**src/shc_pkg.sv**
```systemverilog
package shc_pkg;
  // ----------------------------------------
  // Timing
  // ----------------------------------------
  localparam int unsigned CLK_PERIOD_NS = 8;
  localparam int unsigned SCL_QTR_NS = 2500;
  localparam int unsigned SCL_QTR_CYC =
    (SCL_QTR_NS / CLK_PERIOD_NS) < 1 ? 1 : (SCL_QTR_NS / CLK_PERIOD_NS);
  // ----------------------------------------
  // Register indices, byte address = 4 * index
  // ----------------------------------------
  localparam logic [3:0] IDX_STATUS = 4'h0;
  localparam logic [3:0] IDX_CONTROL = 4'h2;
  localparam logic [3:0] IDX_COMMAND = 4'h3;
  localparam logic [3:0] IDX_ADDRESS = 4'h4;
  localparam logic [3:0] IDX_DATA0 = 4'h5;
  localparam logic [3:0] IDX_DATA1 = 4'h6;
  localparam logic [3:0] IDX_BLOCK = 4'h7;
  localparam logic [3:0] IDX_CONFIG = 4'h8;
  // ----------------------------------------
  // Field positions and reset values
  // ----------------------------------------
  localparam int unsigned CTL_IE = 0;
  localparam int unsigned CTL_KILL = 1;
  localparam int unsigned CTL_PROT_LO = 2;
  localparam int unsigned CTL_START = 6;
  localparam int unsigned STS_BUSY = 0;
  localparam int unsigned STS_COMPLETION_FLAG = 1;
  localparam int unsigned STS_DEVERR = 2;
  localparam int unsigned STS_BUSERR = 3;
  localparam int unsigned STS_FAILED = 4;
  localparam int unsigned CFG_ROUTE = 0;
  localparam logic [7:0] REG_RST = 8'h00;
  localparam int unsigned BLK_DEPTH = 32;
  localparam logic [5:0] BLK_MAX = 6'h20;
  // ----------------------------------------
  // Protocol codes and bus answers
  // ----------------------------------------
  localparam logic [2:0] PROT_QUICK = 3'h0;
  localparam logic [2:0] PROT_BYTE = 3'h1;
  localparam logic [2:0] PROT_BDATA = 3'h2;
  localparam logic [2:0] PROT_WORD = 3'h3;
  localparam logic [2:0] PROT_BLOCK = 3'h5;
  localparam logic [1:0] RESP_OKAY = 2'h0;
  localparam logic [1:0] RESP_SLVERR = 2'h2;
  // ----------------------------------------
  // Types
  // ----------------------------------------
  typedef enum logic [2:0] {
    S_IDLE = 3'h0, S_NEXT = 3'h1, S_START = 3'h2, S_BIT = 3'h3, S_STOP = 3'h4, S_FIN = 3'h5
  } shc_state_e;
  typedef enum logic [3:0] {
    K_ADDR = 4'h0, K_CMD = 4'h1, K_D0W = 4'h2, K_D1W = 4'h3, K_CNTW = 4'h4, K_BLKW = 4'h5,
    K_RST = 4'h6, K_ADDRR = 4'h7, K_RD0 = 4'h8, K_RD1 = 4'h9, K_RCNT = 4'ha, K_RBLK = 4'hb,
    K_STOP = 4'hc
  } shc_kind_e;
endpackage

```
**src/shc_top.sv**
```systemverilog
`timescale 1ns/1ns
// How it works
// - Protocol field: 000 quick, 001 byte, 010 byte-data, 011 word, 101 block.
// - Kill aborts the running transaction, sets failed and raises the interrupt.
// - Control bit 0 enables the completion interrupt on IRQ or SMI.
// - Setup registers first; the transaction runs only when start is written.
// - Completion raises the enabled interrupt, routed to IRQ or SMI by config.
// - Errors and kill also raise the interrupt.
// - A completion flag is set when a transaction finishes without error, for polling.
// - Start is ignored while any interrupt status flag is still set.
// - Block protocols keep data in a 32-byte array behind an index pointer.
// - Reading the control register resets the index pointer to zero.
// - Each block data register access advances the index pointer.
// - Block read: slave gives length; count lands in data zero, bytes in array.
// - Controller array accesses in a transaction start at location 0.
// - Registers are overwritten by a new transaction; save them beforehand.
// - Quick, send/receive byte, write/read byte or word, block read/write.
// - Direction comes from bit 0 of the slave address register.
// - Status flags are set by hardware, cleared by writing one.
// - Busy reads one while a command is processed, zero otherwise.
// - Start always reads zero; writing zero does nothing.
module shc_top
  import shc_pkg::*;
#(
  parameter int unsigned QTR_CYC = SCL_QTR_CYC
) (
  input logic aclk,
  input logic aresetn,
  input logic [7:0] s_axi_awaddr,
  input logic s_axi_awvalid,
  output logic s_axi_awready,
  input logic [31:0] s_axi_wdata,
  input logic [3:0] s_axi_wstrb,
  input logic s_axi_wvalid,
  output logic s_axi_wready,
  output logic [1:0] s_axi_bresp,
  output logic s_axi_bvalid,
  input logic s_axi_bready,
  input logic [7:0] s_axi_araddr,
  input logic s_axi_arvalid,
  output logic s_axi_arready,
  output logic [31:0] s_axi_rdata,
  output logic [1:0] s_axi_rresp,
  output logic s_axi_rvalid,
  input logic s_axi_rready,
  input logic scl_i,
  output logic scl_o,
  output logic scl_oe,
  input logic sda_i,
  output logic sda_o,
  output logic sda_oe,
  output logic irq_output,
  output logic sys_mgmt_interrupt_n
);
  localparam logic [15:0] QTR_M1 = 16'(QTR_CYC - 1);

  logic [1:0] scl_sync_ff, sda_sync_ff;
  logic aw_full_ff, w_full_ff, awready_ff, wready_ff, bvalid_ff, arready_ff, rvalid_ff;
  logic [7:0] awaddr_ff, wbyte_ff;
  logic wstrb0_ff;
  logic [1:0] bresp_ff, rresp_ff;
  logic [7:0] rdata_ff;
  logic ie_ff, kill_ff, route_ff, busy_ff;
  logic completion_flag_ff, deverr_ff, buserr_ff, failed_ff;
  logic [2:0] prot_ff;
  logic [7:0] cmd_ff, saddr_ff, d0_ff, d1_ff;
  logic [4:0] ptr_ff;
  logic [7:0] blk_mem [BLK_DEPTH];
  shc_state_e state_ff;
  logic [1:0] phase_ff;
  logic [15:0] div_ff;
  logic [2:0] step_ff;
  logic [3:0] bit_ff;
  logic [8:0] sh_ff;
  logic [7:0] rx_ff;
  logic ack_ff, err_dev_ff, err_bus_ff;
  logic [5:0] bidx_ff, cnt_ff;
  logic scl_oe_ff, sda_oe_ff, low_ff, irq_ff, smi_n_ff;

  // ----------------------------------------
  // Pin synchronisers
  // ----------------------------------------
  always_ff @(posedge aclk) begin
    if (!aresetn) begin
      scl_sync_ff <= 2'h3;
      sda_sync_ff <= 2'h3;
    end else begin
      scl_sync_ff <= {scl_sync_ff[0], scl_i};
      sda_sync_ff <= {sda_sync_ff[0], sda_i};
    end
  end
  wire scl_s = scl_sync_ff[1];
  wire sda_s = sda_sync_ff[1];

  // ----------------------------------------
  // Bus write channel
  // ----------------------------------------
  wire aw_take = s_axi_awvalid & awready_ff;
  wire w_take = s_axi_wvalid & wready_ff;
  wire wr_do = aw_full_ff & w_full_ff & ~bvalid_ff;
  wire nxt_aw_full = (aw_full_ff & ~wr_do) | aw_take;
  wire nxt_w_full = (w_full_ff & ~wr_do) | w_take;
  wire [3:0] wr_idx = awaddr_ff[5:2];
  wire wr_hit = (awaddr_ff[7:6] == 2'h0) && (awaddr_ff[1:0] == 2'h0) &&
    (wr_idx <= IDX_CONFIG) && (wr_idx != 4'h1);
  wire wr_en = wr_do & wr_hit & wstrb0_ff;
  wire wr_sts = wr_en && (wr_idx == IDX_STATUS);
  wire wr_ctl = wr_en && (wr_idx == IDX_CONTROL);
  wire wr_blk = wr_en && (wr_idx == IDX_BLOCK);

  always_ff @(posedge aclk) begin
    if (!aresetn) begin
      aw_full_ff <= 1'b0;
      w_full_ff <= 1'b0;
      awready_ff <= 1'b0;
      wready_ff <= 1'b0;
      bvalid_ff <= 1'b0;
      bresp_ff <= RESP_OKAY;
      awaddr_ff <= REG_RST;
      wbyte_ff <= REG_RST;
      wstrb0_ff <= 1'b0;
    end else begin
      aw_full_ff <= nxt_aw_full;
      w_full_ff <= nxt_w_full;
      awready_ff <= ~nxt_aw_full;
      wready_ff <= ~nxt_w_full;
      if (aw_take) begin
        awaddr_ff <= s_axi_awaddr;
      end
      if (w_take) begin
        wbyte_ff <= s_axi_wdata[7:0];
        wstrb0_ff <= s_axi_wstrb[0];
      end
      if (wr_do) begin
        bvalid_ff <= 1'b1;
        bresp_ff <= wr_hit ? RESP_OKAY : RESP_SLVERR;
      end else if (s_axi_bready) begin
        bvalid_ff <= 1'b0;
      end
    end
  end

  // ----------------------------------------
  // Bus read channel
  // ----------------------------------------
  wire rd_take = s_axi_arvalid & arready_ff;
  wire nxt_rvalid = (rvalid_ff & ~s_axi_rready) | rd_take;
  wire [3:0] rd_idx = s_axi_araddr[5:2];
  logic [7:0] rd_val;
  logic rd_hit;
  always_comb begin
    rd_val = 8'h00;
    rd_hit = (s_axi_araddr[7:6] == 2'h0) && (s_axi_araddr[1:0] == 2'h0);
    case (rd_idx)
      IDX_STATUS: rd_val = {3'h0, failed_ff, buserr_ff, deverr_ff, completion_flag_ff, busy_ff};
      IDX_CONTROL: rd_val = {3'h0, prot_ff, kill_ff, ie_ff};
      IDX_COMMAND: rd_val = cmd_ff;
      IDX_ADDRESS: rd_val = saddr_ff;
      IDX_DATA0: rd_val = d0_ff;
      IDX_DATA1: rd_val = d1_ff;
      IDX_BLOCK: rd_val = blk_mem[ptr_ff];
      IDX_CONFIG: rd_val = {7'h00, route_ff};
      default: rd_hit = 1'b0;
    endcase
  end
  wire rd_ok = rd_take & rd_hit;

  always_ff @(posedge aclk) begin
    if (!aresetn) begin
      arready_ff <= 1'b0;
      rvalid_ff <= 1'b0;
      rdata_ff <= REG_RST;
      rresp_ff <= RESP_OKAY;
    end else begin
      arready_ff <= ~nxt_rvalid;
      rvalid_ff <= nxt_rvalid;
      if (rd_take) begin
        rdata_ff <= rd_hit ? rd_val : 8'h00;
        rresp_ff <= rd_hit ? RESP_OKAY : RESP_SLVERR;
      end
    end
  end

  // ----------------------------------------
  // Engine decode
  // ----------------------------------------
  function automatic shc_kind_e kind_of(input logic [2:0] p, input logic r,
                                        input logic [2:0] s);
    shc_kind_e k;
    k = K_STOP;
    case (s)
      3'h0: k = (p == PROT_QUICK || p == PROT_BYTE || p == PROT_BDATA || p == PROT_WORD ||
                 p == PROT_BLOCK) ? K_ADDR : K_STOP;
      3'h1: k = (p == PROT_QUICK) ? K_STOP : (p == PROT_BYTE && r) ? K_RD0 : K_CMD;
      3'h2: k = (p == PROT_QUICK || p == PROT_BYTE) ? K_STOP : r ? K_RST :
                (p == PROT_BLOCK) ? K_CNTW : K_D0W;
      3'h3: k = (p == PROT_QUICK || p == PROT_BYTE) ? K_STOP : r ? K_ADDRR :
                (p == PROT_WORD) ? K_D1W : (p == PROT_BLOCK) ? K_BLKW : K_STOP;
      3'h4: k = (!r || p == PROT_QUICK || p == PROT_BYTE) ? K_STOP :
                (p == PROT_BLOCK) ? K_RCNT : K_RD0;
      3'h5: k = (r && p == PROT_WORD) ? K_RD1 : (r && p == PROT_BLOCK) ? K_RBLK : K_STOP;
      default: k = K_STOP;
    endcase
    return k;
  endfunction

  function automatic logic [5:0] clamp(input logic [7:0] v);
    return (v > 8'(BLK_MAX)) ? BLK_MAX : v[5:0];
  endfunction

  wire rw = saddr_ff[0];
  wire shc_kind_e kind = kind_of(prot_ff, rw, step_ff);
  wire is_rd = (kind == K_RD0) || (kind == K_RD1) || (kind == K_RCNT) || (kind == K_RBLK);
  wire [5:0] bidx_inc = bidx_ff + 6'h01;
  wire last_rd = (kind == K_RD1) || (kind == K_RD0 && prot_ff != PROT_WORD) ||
    (kind == K_RBLK && bidx_inc >= cnt_ff);
  logic [7:0] tx;
  always_comb begin
    case (kind)
      K_ADDR: tx = {saddr_ff[7:1], (prot_ff == PROT_QUICK || prot_ff == PROT_BYTE) & rw};
      K_CMD: tx = cmd_ff;
      K_D0W: tx = d0_ff;
      K_CNTW: tx = d0_ff;
      K_D1W: tx = d1_ff;
      K_BLKW: tx = blk_mem[bidx_ff[4:0]];
      K_ADDRR: tx = {saddr_ff[7:1], 1'b1};
      default: tx = 8'hff;
    endcase
  end
  wire stall = (phase_ff == 2'h2) && !scl_s;
  wire ph_tick = (div_ff == QTR_M1) && !stall;
  wire smp = (state_ff == S_BIT) && ph_tick && (phase_ff == 2'h2);
  wire byte_end = (state_ff == S_BIT) && ph_tick && (phase_ff == 2'h3) && (bit_ff == 4'h8);
  wire nack = byte_end && !is_rd && ack_ff;
  wire coll = smp && !is_rd && (bit_ff < 4'h8) && sh_ff[8] && !sda_s;
  wire any_flag = completion_flag_ff | deverr_ff | buserr_ff | failed_ff;
  wire start_req = wr_ctl && wbyte_ff[CTL_START] && !wbyte_ff[CTL_KILL] && !busy_ff &&
    !any_flag && (state_ff == S_IDLE);
  wire [2:0] wprot = wbyte_ff[CTL_PROT_LO +: 3];
  wire prot_ok = (wprot != 3'h4) && (wprot != 3'h6) && (wprot != 3'h7);
  wire fin = (state_ff == S_FIN);
  wire killing = kill_ff && (state_ff != S_IDLE);

  // ----------------------------------------
  // Control and data registers
  // ----------------------------------------
  always_ff @(posedge aclk) begin
    if (!aresetn) begin
      ie_ff <= 1'b0;
      kill_ff <= 1'b0;
      prot_ff <= 3'h0;
      route_ff <= 1'b0;
      cmd_ff <= REG_RST;
      saddr_ff <= REG_RST;
      d0_ff <= REG_RST;
      d1_ff <= REG_RST;
    end else begin
      if (wr_ctl) begin
        ie_ff <= wbyte_ff[CTL_IE];
        kill_ff <= wbyte_ff[CTL_KILL];
        prot_ff <= wprot;
      end
      if (wr_en && wr_idx == IDX_CONFIG) begin
        route_ff <= wbyte_ff[CFG_ROUTE];
      end
      if (wr_en && wr_idx == IDX_COMMAND) begin
        cmd_ff <= wbyte_ff;
      end
      if (wr_en && wr_idx == IDX_ADDRESS) begin
        saddr_ff <= wbyte_ff;
      end
      if (byte_end && (kind == K_RD0 || kind == K_RCNT)) begin
        d0_ff <= rx_ff;
      end else if (wr_en && wr_idx == IDX_DATA0) begin
        d0_ff <= wbyte_ff;
      end
      if (byte_end && kind == K_RD1) begin
        d1_ff <= rx_ff;
      end else if (wr_en && wr_idx == IDX_DATA1) begin
        d1_ff <= wbyte_ff;
      end
    end
  end

  // ----------------------------------------
  // Block array and index pointer
  // ----------------------------------------
  always_ff @(posedge aclk) begin
    if (!aresetn) begin
      ptr_ff <= 5'h00;
    end else if (rd_ok && rd_idx == IDX_CONTROL) begin
      ptr_ff <= 5'h00;
    end else if (wr_blk || (rd_ok && rd_idx == IDX_BLOCK)) begin
      ptr_ff <= ptr_ff + 5'h01;
    end
  end

  always_ff @(posedge aclk) begin
    if (byte_end && kind == K_RBLK) begin
      blk_mem[bidx_ff[4:0]] <= rx_ff;
    end else if (wr_blk) begin
      blk_mem[ptr_ff] <= wbyte_ff;
    end
  end

  // ----------------------------------------
  // Status flags
  // ----------------------------------------
  always_ff @(posedge aclk) begin
    if (!aresetn) begin
      busy_ff <= 1'b0;
      completion_flag_ff <= 1'b0;
      deverr_ff <= 1'b0;
      buserr_ff <= 1'b0;
      failed_ff <= 1'b0;
    end else begin
      if (start_req) begin
        busy_ff <= 1'b1;
      end else if (fin || killing) begin
        busy_ff <= 1'b0;
      end
      if (fin && !err_dev_ff && !err_bus_ff) begin
        completion_flag_ff <= 1'b1;
      end else if (wr_sts && wbyte_ff[STS_COMPLETION_FLAG]) begin
        completion_flag_ff <= 1'b0;
      end
      if (fin && err_dev_ff) begin
        deverr_ff <= 1'b1;
      end else if (wr_sts && wbyte_ff[STS_DEVERR]) begin
        deverr_ff <= 1'b0;
      end
      if (fin && err_bus_ff) begin
        buserr_ff <= 1'b1;
      end else if (wr_sts && wbyte_ff[STS_BUSERR]) begin
        buserr_ff <= 1'b0;
      end
      if (wr_ctl && wbyte_ff[CTL_KILL] && !kill_ff) begin
        failed_ff <= 1'b1;
      end else if (wr_sts && wbyte_ff[STS_FAILED]) begin
        failed_ff <= 1'b0;
      end
    end
  end

  // ----------------------------------------
  // Serial engine
  // ----------------------------------------
  always_ff @(posedge aclk) begin
    if (!aresetn || state_ff == S_IDLE || state_ff == S_NEXT || fin || ph_tick) begin
      div_ff <= 16'h0000;
    end else if (!stall) begin
      div_ff <= div_ff + 16'h0001;
    end
  end

  always_ff @(posedge aclk) begin
    if (!aresetn) begin
      state_ff <= S_IDLE;
      phase_ff <= 2'h0;
      step_ff <= 3'h0;
      bit_ff <= 4'h0;
      sh_ff <= 9'h1ff;
      rx_ff <= 8'h00;
      ack_ff <= 1'b0;
      err_dev_ff <= 1'b0;
      err_bus_ff <= 1'b0;
      bidx_ff <= 6'h00;
      cnt_ff <= 6'h00;
    end else if (killing) begin
      state_ff <= S_IDLE;
    end else begin
      case (state_ff)
        S_IDLE: begin
          if (start_req) begin
            err_dev_ff <= !prot_ok;
            err_bus_ff <= 1'b0;
            step_ff <= 3'h0;
            bidx_ff <= 6'h00;
            phase_ff <= 2'h0;
            state_ff <= prot_ok ? S_START : S_FIN;
          end
        end
        S_NEXT: begin
          bit_ff <= 4'h0;
          phase_ff <= 2'h0;
          if (kind == K_STOP) begin
            state_ff <= S_STOP;
          end else if (kind == K_RST) begin
            state_ff <= S_START;
          end else begin
            sh_ff <= {tx, is_rd ? last_rd : 1'b1};
            state_ff <= S_BIT;
          end
        end
        S_START: begin
          if (ph_tick) begin
            phase_ff <= phase_ff + 2'h1;
            if (phase_ff == 2'h3) begin
              state_ff <= S_NEXT;
              if (kind == K_RST) begin
                step_ff <= step_ff + 3'h1;
              end
            end
          end
        end
        S_BIT: begin
          if (coll) begin
            err_bus_ff <= 1'b1;
            state_ff <= S_FIN;
          end else if (ph_tick) begin
            phase_ff <= phase_ff + 2'h1;
            if (smp && bit_ff == 4'h8) begin
              ack_ff <= sda_s;
            end else if (smp) begin
              rx_ff <= {rx_ff[6:0], sda_s};
            end
            if (phase_ff == 2'h3) begin
              sh_ff <= {sh_ff[7:0], 1'b1};
              bit_ff <= bit_ff + 4'h1;
            end
            if (nack) begin
              err_dev_ff <= 1'b1;
              state_ff <= S_STOP;
            end else if (byte_end) begin
              state_ff <= S_NEXT;
              case (kind)
                K_BLKW, K_RBLK: begin
                  bidx_ff <= bidx_inc;
                  step_ff <= (bidx_inc >= cnt_ff) ? step_ff + 3'h1 : step_ff;
                end
                K_CNTW: begin
                  cnt_ff <= clamp(d0_ff);
                  step_ff <= (clamp(d0_ff) == 6'h00) ? step_ff + 3'h2 : step_ff + 3'h1;
                end
                K_RCNT: begin
                  cnt_ff <= clamp(rx_ff);
                  step_ff <= (clamp(rx_ff) == 6'h00) ? step_ff + 3'h2 : step_ff + 3'h1;
                end
                default: step_ff <= step_ff + 3'h1;
              endcase
            end
          end
        end
        S_STOP: begin
          if (ph_tick) begin
            phase_ff <= phase_ff + 2'h1;
            if (phase_ff == 2'h3) begin
              state_ff <= S_FIN;
            end
          end
        end
        S_FIN: state_ff <= S_IDLE;
        default: state_ff <= S_IDLE;
      endcase
    end
  end

  // ----------------------------------------
  // Pin drivers and interrupt lines
  // ----------------------------------------
  always_ff @(posedge aclk) begin
    if (!aresetn) begin
      scl_oe_ff <= 1'b0;
      sda_oe_ff <= 1'b0;
      low_ff <= 1'b0;
      irq_ff <= 1'b0;
      smi_n_ff <= 1'b1;
    end else begin
      low_ff <= 1'b0;
      case (state_ff)
        S_START: begin
          scl_oe_ff <= (phase_ff == 2'h0) || (phase_ff == 2'h3);
          sda_oe_ff <= phase_ff[1];
        end
        S_BIT: begin
          scl_oe_ff <= (phase_ff == 2'h0) || (phase_ff == 2'h3);
          sda_oe_ff <= ~sh_ff[8];
        end
        S_STOP: begin
          scl_oe_ff <= (phase_ff == 2'h0);
          sda_oe_ff <= !phase_ff[1];
        end
        S_NEXT: begin
          scl_oe_ff <= 1'b1;
          sda_oe_ff <= sda_oe_ff;
        end
        default: begin
          scl_oe_ff <= 1'b0;
          sda_oe_ff <= 1'b0;
        end
      endcase
      irq_ff <= ((ie_ff & (completion_flag_ff | deverr_ff | buserr_ff)) | failed_ff) & ~route_ff;
      smi_n_ff <= ~(((ie_ff & (completion_flag_ff | deverr_ff | buserr_ff)) | failed_ff) & route_ff);
    end
  end

  assign s_axi_awready = awready_ff;
  assign s_axi_wready = wready_ff;
  assign s_axi_bresp = bresp_ff;
  assign s_axi_bvalid = bvalid_ff;
  assign s_axi_arready = arready_ff;
  assign s_axi_rdata = {24'h000000, rdata_ff};
  assign s_axi_rresp = rresp_ff;
  assign s_axi_rvalid = rvalid_ff;
  assign scl_o = low_ff;
  assign sda_o = low_ff;
  assign scl_oe = scl_oe_ff;
  assign sda_oe = sda_oe_ff;
  assign irq_output = irq_ff;
  assign sys_mgmt_interrupt_n = smi_n_ff;
endmodule // shc_top

```
**config.mk**
```make
export PLATFORM = sky130hd
export DESIGN_NAME = shc_top
export DESIGN_NICKNAME = d
export VERILOG_FILES = /design/src/shc_pkg.sv /design/src/shc_top.sv
export SDC_FILE = /design/constraint.sdc
export NUM_CORES = 1
export LEC_CHECK = 0
export BUFFER_PORTS_ARGS = -buffer_cell sky130_fd_sc_hd__buf_2
export CORE_AREA = 2 2 186 188
export CTS_CLUSTER_DIAMETER = 200
export CTS_CLUSTER_SIZE = 10
export DETAILED_ROUTE_END_ITERATION = 8
export DIE_AREA = 0 0 188 190
export PLACE_DENSITY = 0.82
export SLEW_MARGIN = 0
export SYNTH_ARGS = -nofsm -noshare
export SYNTH_HDL_FRONTEND = slang
export SYNTH_SLANG_ARGS = --single-unit
export TNS_END_PERCENT = 30
```
**constraint.sdc**
```tcl
create_clock -name aclk -period 4 [get_ports aclk]
set_input_delay 0.4 -clock aclk [delete_from_list [all_inputs] [get_ports aclk]]
set_output_delay 0.4 -clock aclk [all_outputs]
set_load 0.02 [all_outputs]
```
==> load_flow_metrics.sql <==
INSERT INTO impl_metrics (metric_group, metric, value, unit) VALUES
('outcome', 'status', 'finished, final reports clean', ''),
('power_and_ir_drop', 'power_report.internal_total', '0.006835', 'W'),
('logic_synthesis', 'avgSynthCellArea', '12.77', 'sq um'),
('worst_setup_path', 'critical_path.slowest_cell', 'sky130_fd_sc_hd__dfxtp_1', ''),
('clock_tree', 'library_cell_used_as_clock_root_buffer', 'sky130_fd_sc_hd__clkbuf_16', ''),
('die', 'initial_utilization', '61.03', '%'),
('global_routing', 'grt_antenna_before_repair', '2', ''),
('final_layout', 'largest_registers', 'blk_mem: 256 flops, div_ff: 16 flops, sh_ff: 9 flops', ''),
('die', 'die_w', '188', 'um'),
('die', 'num_ports', '108', ''),
('worst_setup_path', 'path_max_fanout', '17', ''),
('die', 'die_height', '190', 'um'),
('timing', 'drv_slew', '0', ''),
('worst_setup_path', 'class_of_the_most_critical_setup_path', 'flop to flop', ''),
('logic_synthesis', 'post_synth_num_cell_types', '82', ''),
('logic_synthesis', 'async_reset_ff_share', '0', '%'),
('final_layout', 'largest_reg_flops', '256', ''),
('logic_synthesis', 'post_synth_main_area_contributors', 'sky130_fd_sc_hd__edfxtp_1 37%, sky130_fd_sc_hd__dfxtp_1 15%, sky130_fd_sc_hd__mux4_2 15%, sky130_fd_sc_hd__mux2i_1 3.3%, sky130_fd_sc_hd__nand2_1 3.0%', ''),
('power_and_ir_drop', 'switching_power', '0.001867', 'W'),
('power_and_ir_drop', 'post-layout-total-power', '0.008702', 'W'),
('final_layout', 'nNetsFinal', '1762', ''),
('timing', 'final.setup.tns', '0', 'ps'),
('clock_tree', 'cts.path.max_buffers', '3', ''),
('power_and_ir_drop', 'power-per-cell-area', '380.0', 'mW/mm^2'),
('place', 'buffer_ports.inserted', '52', ''),
('final_layout', 'fillers', '2286', ''),
('worst_setup_path', 'worst-endpoint-arrival', '4220', 'ps'),
('logic_synthesis', 'synth_top_area_cell', 'sky130_fd_sc_hd__edfxtp_1', ''),
('clock_tree', 'tritoncts', 'yes', ''),
('timing', 'report.final.setup_viol', '0', ''),
('timing', 'max_clk_rate', '0.2546', 'GHz'),
('detailed_routing', 'average_vias_per_placed_instance', '7.120', ''),
('global_routing', 'globalRouteOverflowTotal', '0', ''),
('global_routing', 'first_global_vias', '15040', ''),
('worst_setup_path', 'crit_path_cell_trace', 'xnor2_1, o311ai_1, o2111a_1, nand3_1, o31a_1, buf_4, nor4b_1, a21oi_1, nor2_1, buf_4', ''),
('detailed_routing', 'wire_per_inst', '27.93', 'um'),
('die', 'num_rows', '68', ''),
('global_routing', 'grt_pass1_wl', '90760', 'um'),
('place', 'globalplace.congestion', '0.9571', ''),
('timing', 'relSlewSlack', '20.51', '%'),
('hold_path', 'hold_path.class', 'input port to flop', ''),
('final_layout', 'layoutNonFillerInstCount', '2168', ''),
('worst_setup_path', 'worst_setup_path_start_kind', 'flop', ''),
('logic_synthesis', 'syn_area', '0.02072', 'sq mm'),
('global_routing', 'track_usage', '34.02', '%'),
('place', 'dp_cells', '2087', ''),
('die', 'floorplan.die_area', '0.03572', 'sq mm'),
('place', 'dp_hpwl', '39650', 'um'),
('timing', 'min_period', '3927', 'ps'),
('logic_synthesis', 'synthesis.yosys.warnings', '0', ''),
('detailed_routing', 'drt_wl_total', '60540', 'um'),
('timing', 'post_route_fraction_of_the_period_consumed_by_the_critical_path', '98.19', '%'),
('logic_synthesis', 'synth_edf_count', '256', ''),
('power_and_ir_drop', 'leakagePower', '7.717', 'nW'),
('clock_tree', 'cts.sink_count', '416', ''),
('detailed_routing', 'drc_errors', '0', ''),
('power_and_ir_drop', 'peakVddDrop', '0.4000', 'mV'),
('power_and_ir_drop', 'clkPwrFrac', '46.2', '%'),
('final_layout', 'final_layout_size_suffix_gt1_share', '19.79', '%'),
('logic_synthesis', 'synth_seq_cells', '416', ''),
('detailed_routing', 'routed-via-count', '15440', ''),
('logic_synthesis', 'synth_sequential_area_ratio', '52.56', '%'),
('final_layout', 'utilization', '67.46', '%'),
('timing', 'transition_at_the_pin_with_the_smallest_max_transition_slack', '1176', 'ps'),
('power_and_ir_drop', 'swShare', '21.45', '%'),
('global_routing', 'grt_start_max_net_pins', '93', ''),
('worst_setup_path', 'timing.critical_path.required', '4300', 'ps'),
('power_and_ir_drop', 'power.sequential.fraction', '52.2', '%'),
('logic_synthesis', 'netlist_instances', '1622', ''),
('logic_synthesis', 'synth_ff_type', 'sky130_fd_sc_hd__edfxtp_1', ''),
('detailed_routing', 'detailedRoute.firstPassIterationCount', '8', '');
## power groups by stage
stage               sequential (W)  clock, W  combinational, W
global route               0.00454   0.00418          0.000155
finish                     0.00454   0.00402          0.000143
CTS                        0.00454   0.00403          0.000141
floorplan                  0.00462         0          0.000121
detailed placement         0.00463         0          0.000139
global placement           0.00463         0          0.000136
## critical path, delay by kind of cell (launching register included)
kind | cells | cell delay (ps)
AO/OA/AOI/OAI | 4 | 1460
XOR/XNOR | 1 | 180
buffers and inverters | 2 | 490
flip-flops | 1 | 640
AND/OR/NAND/NOR | 3 | 830
## layout make-up
type	count	area, sq um	area share, %
repair buffers	115	750.7	3.278
inverters	24	90.09	0.3934
clock inverters	2	50.05	0.2185
well taps	455	569.3	2.486
flip-flops and latches	416	10900	47.62
clock buffers	78	1335	5.830
multi-input cells	1078	9201	40.18
## worst paths after layout
check                  from             end  slack, ps  depth (start not counted)
min reg2reg  scl_sync_ff[0]  scl_sync_ff[1]        420                          1
max reg2reg      prot_ff[1]  blk_mem[18][2]         70                         10
max              prot_ff[1]  blk_mem[18][2]         70                         10
min                   sda_i  sda_sync_ff[0]         40                          2
## timing repair
action                                 CTS  global route
setup endpoints to repair                0             0
endpoints found under the hold margin    1             0
setup buffers                            0             0
hold buffers                             1             0
## layer usage
| layer | GRT usage, % | part of all wire [%] | vias to the layer above |
|---|---|---|---|
| met5 | 0 | 0.045 | - |
| met4 | 17.17 | 5.9 | 4 |
| met3 | 10.22 | 14 | 300 |
| met2 | 52.20 | 45 | 1328 |
| met1 | 44.33 | 35 | 7413 |
| li1 | - | - | 6392 |
## cells by family after synthesis
group                      after synthesis  share of synthesized area (%)
and+or+nand+nor                        515                          12.86
DFF                                    416                          52.56
AOI/OAI and AO/OA                      278                          10.17
muxes                                  216                          18.77
buffers and inverters                  155                          3.551
xor gates and xnor gates                22                         0.9300
adders and majority gates               19                          1.147
other                                    1                        0.01810
## placed cells by master, fill, tap and decap left out, drive strengths merged, types with 19 or more instances in the layout
master  instances
edfxtp        256
nand2         166
dfxtp         160
mux4          137
buf           114
nor2          102
clkbuf         78
mux2i          69
nor2b          42
a21boi         42
nand3          39
a21oi          36
o21ai          33
a22oi          29
conb           28
inv            25
nand4          20
nor3           20
and3           19
ha             19
## per-stage QoR
stage | area (sq um) | hold WS, ps | setup slack, ps
5_1_grt | 22900 | 30.84 | 6.848
2_1_floorplan | 20820 | 386.3 | 794.7
3_5_place_dp | 21510 | 410.5 | 330.9
6_report | 22900 | 41.88 | 72.53
3_3_place_gp | 21510 | 392.6 | 437.1
4_1_cts | 22900 | 34.17 | 255.9
Note: power is estimated with default switching activity, not from simulation.
